==> config.mk <==
export PLATFORM = sky130hd
export DESIGN_NAME = fdss_top
export DESIGN_NICKNAME = d
export VERILOG_FILES = /design/src/verilog/fdss_max_pick.v /design/src/verilog/fdss_chan_sel.v /design/src/verilog/fdss_top.v
export VERILOG_INCLUDE_DIRS = /design/src /design/src/verilog
export SDC_FILE = /design/constraint.sdc
export NUM_CORES = 1
export LEC_CHECK = 0
export BUFFER_PORTS_ARGS = -buffer_cell sky130_fd_sc_hd__buf_2
export CAP_MARGIN = 20
export CORE_ASPECT_RATIO = 0.6
export CORE_MARGIN = 2
export CORE_UTILIZATION = 45
export CTS_CLUSTER_SIZE = 8
export DETAILED_ROUTE_END_ITERATION = 12
export PLACE_DENSITY = 0.72
export SLEW_MARGIN = 0
export SYNTH_ARGS = -nofsm -noshare
export SYNTH_HDL_FRONTEND = slang
export SYNTH_HIERARCHICAL = 1
export SYNTH_SLANG_ARGS = --single-unit
==> constraint.sdc <==
create_clock -name pclk -period 25 [get_ports pclk]
set_input_delay 5 -clock pclk [delete_from_list [all_inputs] [get_ports pclk]]
set_output_delay 5 -clock pclk [all_outputs]
set_load 0.01 [all_outputs]
==> src/verilog/fdss_regs.vh <==
// Register offsets, field positions, reset values and limits of the fan drive source select block
`ifndef FDSS_REGS_VH
`define FDSS_REGS_VH

// ---------------------------------------------------------------
// Register word indexes (byte address is four times the index)
// ---------------------------------------------------------------
`define FDSS_IDX_DUTY1       8'h30
`define FDSS_IDX_DUTY2       8'h31
`define FDSS_IDX_DUTY3       8'h32
`define FDSS_IDX_SUBST       8'h36
`define FDSS_IDX_CONFIG1     8'h40
`define FDSS_IDX_CHCFG1      8'h5C
`define FDSS_IDX_CHCFG2      8'h5D
`define FDSS_IDX_CHCFG3      8'h5E
`define FDSS_IDX_SPAN1       8'h5F
`define FDSS_IDX_SPAN2       8'h60
`define FDSS_IDX_SPAN3       8'h61
`define FDSS_IDX_STATUS      8'h80

// ---------------------------------------------------------------
// Field positions
// ---------------------------------------------------------------
`define FDSS_ALT_BIT         3
`define FDSS_SRC_HI          7
`define FDSS_SRC_LO          5
`define FDSS_SUBST_BIT       4
`define FDSS_LOCK_BIT        0

// ---------------------------------------------------------------
// Reset values
// ---------------------------------------------------------------
`define FDSS_CHCFG_RST       8'h62
`define FDSS_SPAN_RST        8'hC4
`define FDSS_DUTY_RST        8'hFF
`define FDSS_SUBST_RST       8'h00
`define FDSS_CONFIG1_RST     8'h00

// ---------------------------------------------------------------
// Duty limits
// ---------------------------------------------------------------
`define FDSS_DUTY_FULL       8'hFF
`define FDSS_DUTY_OFF        8'h00

`endif

==> src/verilog/fdss_max_pick.v <==
// Largest-of-N picker over packed duty values
`timescale 1ns/1ps
`default_nettype none

module fdss_max_pick #(
  parameter W = 8,
  parameter N = 4
) (
  // Packed candidates and enables
  input  wire [W*N-1:0] cand,
  input  wire [N-1:0]   use_mask,
  // Largest enabled candidate
  output reg  [W-1:0]   max_out
);

  integer i;

  // Disabled candidates count as zero so they never win
  always @* begin
    max_out = {W{1'b0}};
    for (i = 0; i < N; i = i + 1) begin
      if (use_mask[i] && (cand[i*W +: W] > max_out)) begin
        max_out = cand[i*W +: W];
      end
    end
  end

endmodule

`default_nettype wire

==> src/verilog/fdss_chan_sel.v <==
// One fan channel: decodes the source field and picks the duty to drive
`timescale 1ns/1ps
`default_nettype none
`include "fdss_regs.vh"

module fdss_chan_sel #(
  parameter W = 8
) (
  // Channel configuration
  input  wire [7:0]   chcfg,
  input  wire         force_alt,
  input  wire [W-1:0] manual_duty,
  // Duties computed per temperature source
  input  wire [W-1:0] duty_remote1,
  input  wire [W-1:0] duty_local,
  input  wire [W-1:0] duty_remote2,
  input  wire [4*W-1:0] duty_cpu,
  // Selected duty
  output wire [W-1:0] duty_sel
);

  wire [2:0]   src;
  wire         alternate_decode_select;
  reg  [6:0]   mask;
  reg  [W-1:0] direct;
  reg          use_max;
  wire [W-1:0] max_val;

  // substitute forces alt
  assign alternate_decode_select = chcfg[`FDSS_ALT_BIT] | force_alt;
  assign src = chcfg[`FDSS_SRC_HI:`FDSS_SRC_LO];

  // Mask order: local, remote1, remote2, cpu0..cpu3
  fdss_max_pick #(.W(W), .N(7)) u_max (
    .cand     ({duty_cpu, duty_remote2, duty_remote1, duty_local}),
    .use_mask (mask),
    .max_out  (max_val)
  );

  // Source decode; single sources also go through the picker for uniformity
  always @* begin
    mask    = 7'h00;
    direct  = {W{1'b0}};
    use_max = 1'b1;
    // alt bit selects decoding
    if (!alternate_decode_select) begin
      case (src)
        // single temperature sources
        3'h0: mask = 7'h02;
        3'h1: mask = 7'h01;
        3'h2: mask = 7'h04;
        // full speed and disabled
        3'h3: begin use_max = 1'b0; direct = {W{1'b1}}; end
        3'h4: begin use_max = 1'b0; direct = {W{1'b0}}; end
        // faster of local and remote 2
        3'h5: mask = 7'h05;
        // fastest of three channels
        3'h6: mask = 7'h07;
        // manual duty
        3'h7: begin use_max = 1'b0; direct = manual_duty; end
        default: begin use_max = 1'b0; direct = {W{1'b1}}; end
      endcase
    end else begin
      case (src)
        // cpu readings 0, 1, 3
        3'h0: mask = 7'h08;
        3'h1: mask = 7'h10;
        3'h3: mask = 7'h40;
        // fastest of four cpu readings
        3'h5: mask = 7'h78;
        // fastest of all zones
        3'h7: mask = 7'h7F;
        // reserved codes run full
        default: begin use_max = 1'b0; direct = {W{1'b1}}; end
      endcase
    end
  end

  // largest computed duty wins
  assign duty_sel = use_max ? max_val : direct;

endmodule

`default_nettype wire

==> src/verilog/fdss_top.v <==
// APB register file and three-channel fan drive source selection
// Summary of operation
// Default codes 0-2 pick one temperature
// Code 3 full speed at reset, 4 off
// Code 5 faster of local, remote 2
// Code 6 fastest of three temperatures
// Code 7 manual, duty registers writable
// Channel bit 3 selects alternative decoding
// Alt codes 0,1,3 pick cpu readings
// Alt reserved codes 2,4,6 run full
// Alt code 5 fastest cpu reading
// Alt code 7 fastest of all zones
// Lock bit freezes channel configuration
// Lock bit freezes span registers
// Span registers reset to C4
// Substitute bit forces channel 1 alternative
// Host writes zero to substitute top bits
// Alt bit clear after reset
// Multi-source modes drive largest duty
`timescale 1ns/1ps
`default_nettype none
`include "fdss_regs.vh"

module fdss_top #(
  parameter W = 8
) (
  // Clock and reset
  input  wire         pclk,
  input  wire         presetn,
  // APB slave
  input  wire         psel,
  input  wire         penable,
  input  wire         pwrite,
  input  wire [11:0]  paddr,
  input  wire [31:0]  pwdata,
  input  wire [3:0]   pstrb,
  output reg  [31:0]  prdata,
  output reg          pready,
  output reg          pslverr,
  // Duties computed per temperature source
  input  wire [W-1:0] duty_remote1,
  input  wire [W-1:0] duty_local,
  input  wire [W-1:0] duty_remote2,
  input  wire [W-1:0] cpu_thermal_reading_0,
  input  wire [W-1:0] cpu_thermal_reading_1,
  input  wire [W-1:0] cpu_thermal_reading_2,
  input  wire [W-1:0] cpu_thermal_reading_3,
  // Fan drive duties
  output reg  [W-1:0] fan_drive_output_1,
  output reg  [W-1:0] fan_drive_output_2,
  output reg  [W-1:0] fan_drive_output_3
);

  // ---------------------------------------------------------------
  // Registers
  // ---------------------------------------------------------------
  reg  [7:0]   chcfg [0:2];
  reg  [7:0]   span  [0:2];
  reg  [7:0]   duty  [0:2];
  reg  [7:0]   subst;
  reg  [7:0]   config1;
  wire [W-1:0] sel   [0:2];
  wire         lock;
  wire [9:0]   widx;
  wire         setup_ok;
  wire         wr_en;
  wire         wr_lane0;
  reg  [7:0]   rd_byte;
  reg          rd_hit;

  assign lock     = config1[`FDSS_LOCK_BIT];
  assign widx     = paddr[11:2];
  // Access phase takes two cycles; pready registered at the first access edge, seen at the second
  assign setup_ok = psel & penable & ~pready;
  assign wr_en    = setup_ok & pwrite;
  assign wr_lane0 = pstrb[0];

  // Map an index to a valid register flag
  function is_mapped;
    input [9:0] idx;
    begin
      is_mapped = (idx == `FDSS_IDX_DUTY1) || (idx == `FDSS_IDX_DUTY2) ||
                  (idx == `FDSS_IDX_DUTY3) || (idx == `FDSS_IDX_SUBST) ||
                  (idx == `FDSS_IDX_CONFIG1) || (idx == `FDSS_IDX_STATUS) ||
                  ((idx >= `FDSS_IDX_CHCFG1) && (idx <= `FDSS_IDX_SPAN3));
    end
  endfunction

  // ---------------------------------------------------------------
  // Per-channel registers and selection
  // ---------------------------------------------------------------
  genvar g;
  generate
    for (g = 0; g < 3; g = g + 1) begin : g_ch
      // Channel config, span and manual duty storage
      always @(posedge pclk or negedge presetn) begin
        if (!presetn) begin
          // alt clear, full speed code
          chcfg[g] <= `FDSS_CHCFG_RST;
          // span reset value
          span[g]  <= `FDSS_SPAN_RST;
          duty[g]  <= `FDSS_DUTY_RST;
        end else if (wr_en && wr_lane0) begin
          // lock blocks channel config
          if (!lock && widx == `FDSS_IDX_CHCFG1 + g) begin
            chcfg[g] <= pwdata[7:0];
          end
          // lock blocks span
          if (!lock && widx == `FDSS_IDX_SPAN1 + g) begin
            span[g] <= pwdata[7:0];
          end
          // manual duty only with code 7 and the alt bit clear in the channel config
          if (widx == `FDSS_IDX_DUTY1 + g &&
              chcfg[g][`FDSS_SRC_HI:`FDSS_SRC_LO] == 3'h7 && !chcfg[g][`FDSS_ALT_BIT]) begin
            duty[g] <= pwdata[7:0];
          end
        end
      end

      // substitute applies to channel 1 only
      fdss_chan_sel #(.W(W)) u_sel (
        .chcfg        (chcfg[g]),
        .force_alt    ((g == 0) ? subst[`FDSS_SUBST_BIT] : 1'b0),
        .manual_duty  (duty[g][W-1:0]),
        .duty_remote1 (duty_remote1),
        .duty_local   (duty_local),
        .duty_remote2 (duty_remote2),
        .duty_cpu     ({cpu_thermal_reading_3, cpu_thermal_reading_2,
                        cpu_thermal_reading_1, cpu_thermal_reading_0}),
        .duty_sel     (sel[g])
      );
    end
  endgenerate

  // ---------------------------------------------------------------
  // Global registers
  // ---------------------------------------------------------------
  // Substitute and lock; lock is sticky until reset so software cannot undo it
  always @(posedge pclk or negedge presetn) begin
    if (!presetn) begin
      subst   <= `FDSS_SUBST_RST;
      config1 <= `FDSS_CONFIG1_RST;
    end else if (wr_en && wr_lane0) begin
      if (widx == `FDSS_IDX_SUBST) begin
        subst <= pwdata[7:0];
      end
      if (widx == `FDSS_IDX_CONFIG1) begin
        config1 <= {pwdata[7:1], pwdata[`FDSS_LOCK_BIT] | lock};
      end
    end
  end

  // ---------------------------------------------------------------
  // Read mux
  // ---------------------------------------------------------------
  // Status index shows the registered channel 1 fan drive output, one cycle behind its selected duty
  always @* begin
    rd_byte = 8'h00;
    rd_hit  = 1'b1;
    case (widx)
      `FDSS_IDX_DUTY1:   rd_byte = duty[0];
      `FDSS_IDX_DUTY2:   rd_byte = duty[1];
      `FDSS_IDX_DUTY3:   rd_byte = duty[2];
      `FDSS_IDX_SUBST:   rd_byte = subst;
      `FDSS_IDX_CONFIG1: rd_byte = config1;
      `FDSS_IDX_CHCFG1:  rd_byte = chcfg[0];
      `FDSS_IDX_CHCFG2:  rd_byte = chcfg[1];
      `FDSS_IDX_CHCFG3:  rd_byte = chcfg[2];
      `FDSS_IDX_SPAN1:   rd_byte = span[0];
      `FDSS_IDX_SPAN2:   rd_byte = span[1];
      `FDSS_IDX_SPAN3:   rd_byte = span[2];
      `FDSS_IDX_STATUS:  rd_byte = fan_drive_output_1;
      default:           rd_hit  = 1'b0;
    endcase
  end

  // ---------------------------------------------------------------
  // APB handshake and outputs
  // ---------------------------------------------------------------
  // One wait state: pready rises the edge after the first access cycle
  always @(posedge pclk or negedge presetn) begin
    if (!presetn) begin
      pready  <= 1'b0;
      pslverr <= 1'b0;
      prdata  <= 32'h00000000;
    end else if (setup_ok) begin
      pready  <= 1'b1;
      pslverr <= ~is_mapped(widx);
      prdata  <= (pwrite || !rd_hit) ? 32'h00000000 : {24'h000000, rd_byte};
    end else begin
      pready  <= 1'b0;
      pslverr <= 1'b0;
    end
  end

  // Registered fan duties; one cycle behind the sources
  always @(posedge pclk or negedge presetn) begin
    if (!presetn) begin
      fan_drive_output_1 <= {W{1'b1}};
      fan_drive_output_2 <= {W{1'b1}};
      fan_drive_output_3 <= {W{1'b1}};
    end else begin
      fan_drive_output_1 <= sel[0];
      fan_drive_output_2 <= sel[1];
      fan_drive_output_3 <= sel[2];
    end
  end

endmodule

`default_nettype wire

# After elaboration in Yosys (flattened, before gate mapping)
# Index checks and enable logic that the tools add are counted.
# op_classes
bitwise_logic	7
reduce_logical	68
n_lt_le_gt_ge	21
n_div	0
eq_ne	33
multipliers	0
muxes	56
shifts	0
n_addsub	0
# ops
operator	count
2-to-1 mux 8 bit	31
> comparator 8 bit	18
case mux 7 bit (5 select lines)	3
case mux 8 bit (12 select lines)	1
== test 10 x 7 -> 1 bit (second input constant)	7
case mux 8 bit (2 select lines)	3
case mux 3 bit (5 select lines)	3
== test 10 x 6 -> 1 bit (second input constant)	4
== test 3 bit (second input constant)	12
logical AND 1 bit	35
AND reduction 2 bit	11
2-to-1 mux 7 bit	3
== test 3 x 2 -> 1 bit (second input constant)	6
OR reduction 5 bit	3
2-to-1 mux 1 bit	12
OR reduction 12 bit	1
== test 10 x 8 -> 1 bit (second input constant)	1
greater-or-equal comparator 10 x 7 -> 1 bit (second input constant)	1
<= comparator 10 x 7 -> 1 bit (second input constant)	1
== test 3 x 1 -> 1 bit (second input constant)	3
zero test 3 bit	3
OR reduction 3 bit	3
> comparator 8 x 1 -> 1 bit (second input constant)	1
logical OR 1 bit	7
other kinds (4)	12
# totals
mem_bits_rw	0
memories	0
rom_bits	0
wordCells	202
inputBits	109
latchBits	0
register_bits	146
output_inout_bits	58

# Depth between registers and ports, before layout
# depth
word_depth	24
depth_mapped	72
ltp_nobuf	63

# By module
# The synthesis kept the hierarchy.
# modules_own_cells
mod	area_per_inst_um2	n_inst	seq_area_each_um2	cells_each
fdss_top	5655.4	1	3135.5	410
fdss_max_pick at g_ch[1].u_sel.u_max ...	2198.4	2	0.0	300
fdss_max_pick at g_ch[0].u_sel.u_max	2199.6	1	0.0	323
fdss_chan_sel	406.6	3	0.0	61

# Worst setup path after synthesis
# OpenSTA, ideal clock, no wires.
# synth_path
kind	input to register
start	input duty_local[7]
end	register fan_drive_output_1[5]
required_ps	24912
arrival_time_ps	15829
setup_slack_ps	9084
cell_stages	61
setup_time_ps	88
n_path_buf	7
cell_sequence	nand2_1 ha_1 nand4_1 or3b_4 a21oi_4 or2_2 clkbuf_1 nand2_1 o21ai_0 inv_1 ha_1 a21o_1 a21o_1 a21o_1 a21oi_1 o41ai_1 a31oi_1 or2_1 [... 25 more ...] o21ai_0 nand2_1 o221ai_1 nor2_1 a41o_1 or2_4 buf_6 o21a_1 ha_1 a21o_1 a21o_1 a21oi_1 o21ai_0 o211a_1 clkbuf_1 o311ai_1 inv_1 a221oi_2
# synth_lines
element	line_no	rtl
start: declaration	fdss_top.v:42	input wire [W-1:0] duty_local,
end signal: assignment	fdss_top.v:199	fan_drive_output_1 <= {W{1'b1}};
end signal: assignment	fdss_top.v:203	fan_drive_output_1 <= sel[0];
end: declaration	fdss_top.v:49	output reg [W-1:0] fan_drive_output_1,

==> results.md <==
* Outcome: completed
* Hold/Removal Path Class: reg2reg
* Row cnt at 49
* Detailed Route Iter0 Violations at 1299
* Leak pwr at 6.615 nW
* Final hold viol count at 0
* Combinational Power Share at 26.0%
* Antenna violations before repair at 4
* Critical path's largest stage delay at 0.60 ns
* Vias at 12400
* Most frequent CP cell: ha_1
* CTS tree: built
* Clk_lat worst skew at 0.42 ns
* Mapped cell area at 0.01347 mm^2
* CP arrival at 17.71 ns
* Ys flop type: dfstp_2
* Slowest CP cell: nor2_1
* Post-Syn Area per Cell at 8.886 um^2
* IR drop worst, VDD at 0.05009 mV
* Relative slew slack at 29.30%
* Clock power share at 41.4%
* DP Area at 0.01413 mm^2
* DRC at 0
* Root Driver: clkbuf_16
* Switch share at 31.27%
* I/O pin cnt at 167
* Post-cts gate resize count at 0
* Seq. cell area at 0.003136 mm^2
* Clock Sinks at 122
* RePlAce Congestion at 0.9871
* Routed WL per cell at 20.29 um
* Int Power at 431.4 uW
* Post-synth cell types at 104
* Final worst path period share at 69.60%
* Final setup fails at 0
* Cell area after layout at 0.01476 mm^2
* Seq/Total Area, Yosys at 23.27%
* Die W at 227.4 um
* Drt first pass iters at 5
* Height of the chip at 138.0 um
* CTS hold repair buffers at 0
* ANT nets after route at 0
* Gr ovfl total at 0
* Die Footprint at 0.03138 mm^2
* Area Growth Syn to Fin at 9.585%
* Vias per cell at 6.154
* CP Capture Type: register
* Final wirelength at 40880 um
* Cell Pwr Density at 42.52 mW/mm^2
* Synthesis Warnings at 6
* Starting density of the core at 45.40%
* Slew at the pin closest to its max-slew limit at 1.052 ns
* Synthesized flop and latch total at 122
* RSZ-0062 raised after global routing: no
* Vias in the first global route at 11820
* Post-synth EDFFs at 0
* All-Layer GR Usage at 26.26%
* Clock transition at path regs at 0.06 ns
* Max_cap viols at 0
* Fill cell count at 2730
* Startpoint types: primary input
* Sum of negative setup slack at 0 ns
* Layout cells sized above 1 at 27.43%
* Req. time, crit path at 25.32 ns
* Port Buf Inserts at 113
* Slew Limit Fails at 0
* Synth Instances at 1516
* Largest net degree at the start of global routing at 63
* NetSw at 196.3 uW
* Core footprint at 0.02967 mm^2
* Clock Skews at 0.01246 ns
* Max Buffers Root-to-Sink at 2
* Reg power frac at 32.7%
* Largest registers: chcfg (24), duty (24), span (24)
* First-pass GRT wire length at 64910 um
* Post-DP HPWL at 32570 um
* Final core utilization at 49.75%
* Layout Nets at 1823
* Crit Path Max Fanout at 15
* Postcts setup bufs at 0
* CTS Buf Count at 17
* H-tree depth at 4
* Setup Crit Path Kind: in2reg
* Async S/R FF share, synth at 100.0%
* Max Clock Freq at 57.47 MHz
* Multi-input gate area at 0.009467 mm^2
* Fin crit period at 17.40 ns
[worst max-delay path, delay by kind of cell]
family | cells | cell delay, ns
buffers and inverters | 4 | 0.55
AO/OA/AOI/OAI | 27 | 6.13
adder cells (fa/ha/maj) | 6 | 1.93
AND/OR/NAND/NOR | 17 | 4.07
[cell usage after synthesis, types with 17 or more instances]
master / count / share of area, %
o221ai_1: 20 / 1.3
o21ai_0: 75 / 2.8
mux2i_1: 20 / 1.5
dfrtp_1: 56 / 10
nor3_1: 46 / 1.7
a21o_1: 34 / 1.9
mux2_2: 109 / 9.1
nor2_1: 77 / 2.1
a221oi_2: 26 / 2.9
inv_1: 115 / 3.2
clkbuf_1: 32 / 0.89
buf_2: 17 / 0.63
a21oi_1: 76 / 2.8
dfstp_2: 66 / 13
and3_1: 18 / 0.84
nor2b_1: 17 / 0.79
nand2b_1: 22 / 1.0
and2_1: 19 / 0.88
buf_4: 29 / 1.6
nand2_1: 152 / 4.2
nand3_1: 24 / 0.89
nand4_1: 19 / 0.88
ha_1: 123 / 11
[final timing paths]
kind                       slack [ns]                  start                               to  cells after the start
min                              0.49  prdata[0]$_DFFE_PN0P_            prdata[0]$_DFFE_PN0P_                      2
max                              7.60        duty_remote1[2]  fan_drive_output_1[5]$_DFF_PN1_                     54
max reg2reg                     10.79  chcfg[22]$_DFFE_PN1P_  fan_drive_output_1[5]$_DFF_PN1_                     57
max in group asynchronous       19.10                presetn             span[16]$_DFFE_PN0P_                      2
min reg2reg                      0.49  prdata[0]$_DFFE_PN0P_            prdata[0]$_DFFE_PN0P_                      2
min in group asynchronous        4.66                presetn                pslverr$_DFF_PN0_                      1
[cell type report]
cell class	instances	area share, %
multi-input cells	1219	64.12
repair buffers	116	3.983
diodes	3	0.05085
flip-flops and latches	122	21.24
clock buffers	18	2.907
well taps	408	3.458
inverters	115	2.924
clock inverters	14	1.314
[cells by family after synthesis]
| kind of cell | after synthesis | share of synthesized area [%] |
|---|---|---|
| simple gates | 480 | 19.17 |
| compound gates | 426 | 25.04 |
| buf+inv | 208 | 7.374 |
| mux | 145 | 12.94 |
| fa+ha+maj | 125 | 11.59 |
| flops | 122 | 23.27 |
| xor+xnor | 9 | 0.5852 |
| other cells | 1 | 0.02784 |
[metrics by stage]
| step | power (mW) | hold WS [ns] | setup slack, ns | instances |
|---|---|---|---|---|
| final | 0.6277 | 0.4909 | 7.600 | 2015 |
| after global routing | 0.6597 | 0.5098 | 6.505 | 2015 |
| after CTS | 0.6271 | 0.4888 | 7.800 | 2012 |
| after detailed placement | 0.3664 | 0.4742 | 7.364 | 1980 |
| after global placement | 0.3608 | 0.4653 | 7.731 | 1979 |
| after floorplan | 0.3175 | 0.4722 | 9.084 | 1549 |
[cells in the final DEF, fill, tap and decap left out, types with 20 or more instances in the layout]
cell type and n:
mux2_2 109, nand2b_1 22, a21oi_1 76, nand3_1 24, inv_1 115, nor2_1 77, buf_2 113, a21o_1 34
a221oi_2 26, dfstp_2 66, mux2i_1 20, o221ai_1 20, ha_1 123, o21ai_0 75, conb_1 34, nand2_1 152
nor3_1 46, dfrtp_1 56
[metal layers]
layer	GRT usage, %	part of all wire [%]	up-vias
li1	-	-	5781
met5	0	0	-
met2	34.90	39	577
met3	7.396	12	52
met4	6.536	1.8	0
met1	40.85	48	5990
[power groups by stage]
stage / sequential [mW] / combinational, mW / clock (mW)
after global routing: 0.205 / 0.182 / 0.273
final: 0.205 / 0.163 / 0.260
after detailed placement: 0.208 / 0.158 / 0
after CTS: 0.205 / 0.160 / 0.263
after floorplan: 0.210 / 0.108 / 0
after global placement: 0.208 / 0.153 / 0
Note: power is estimated with default switching activity, not from simulation.
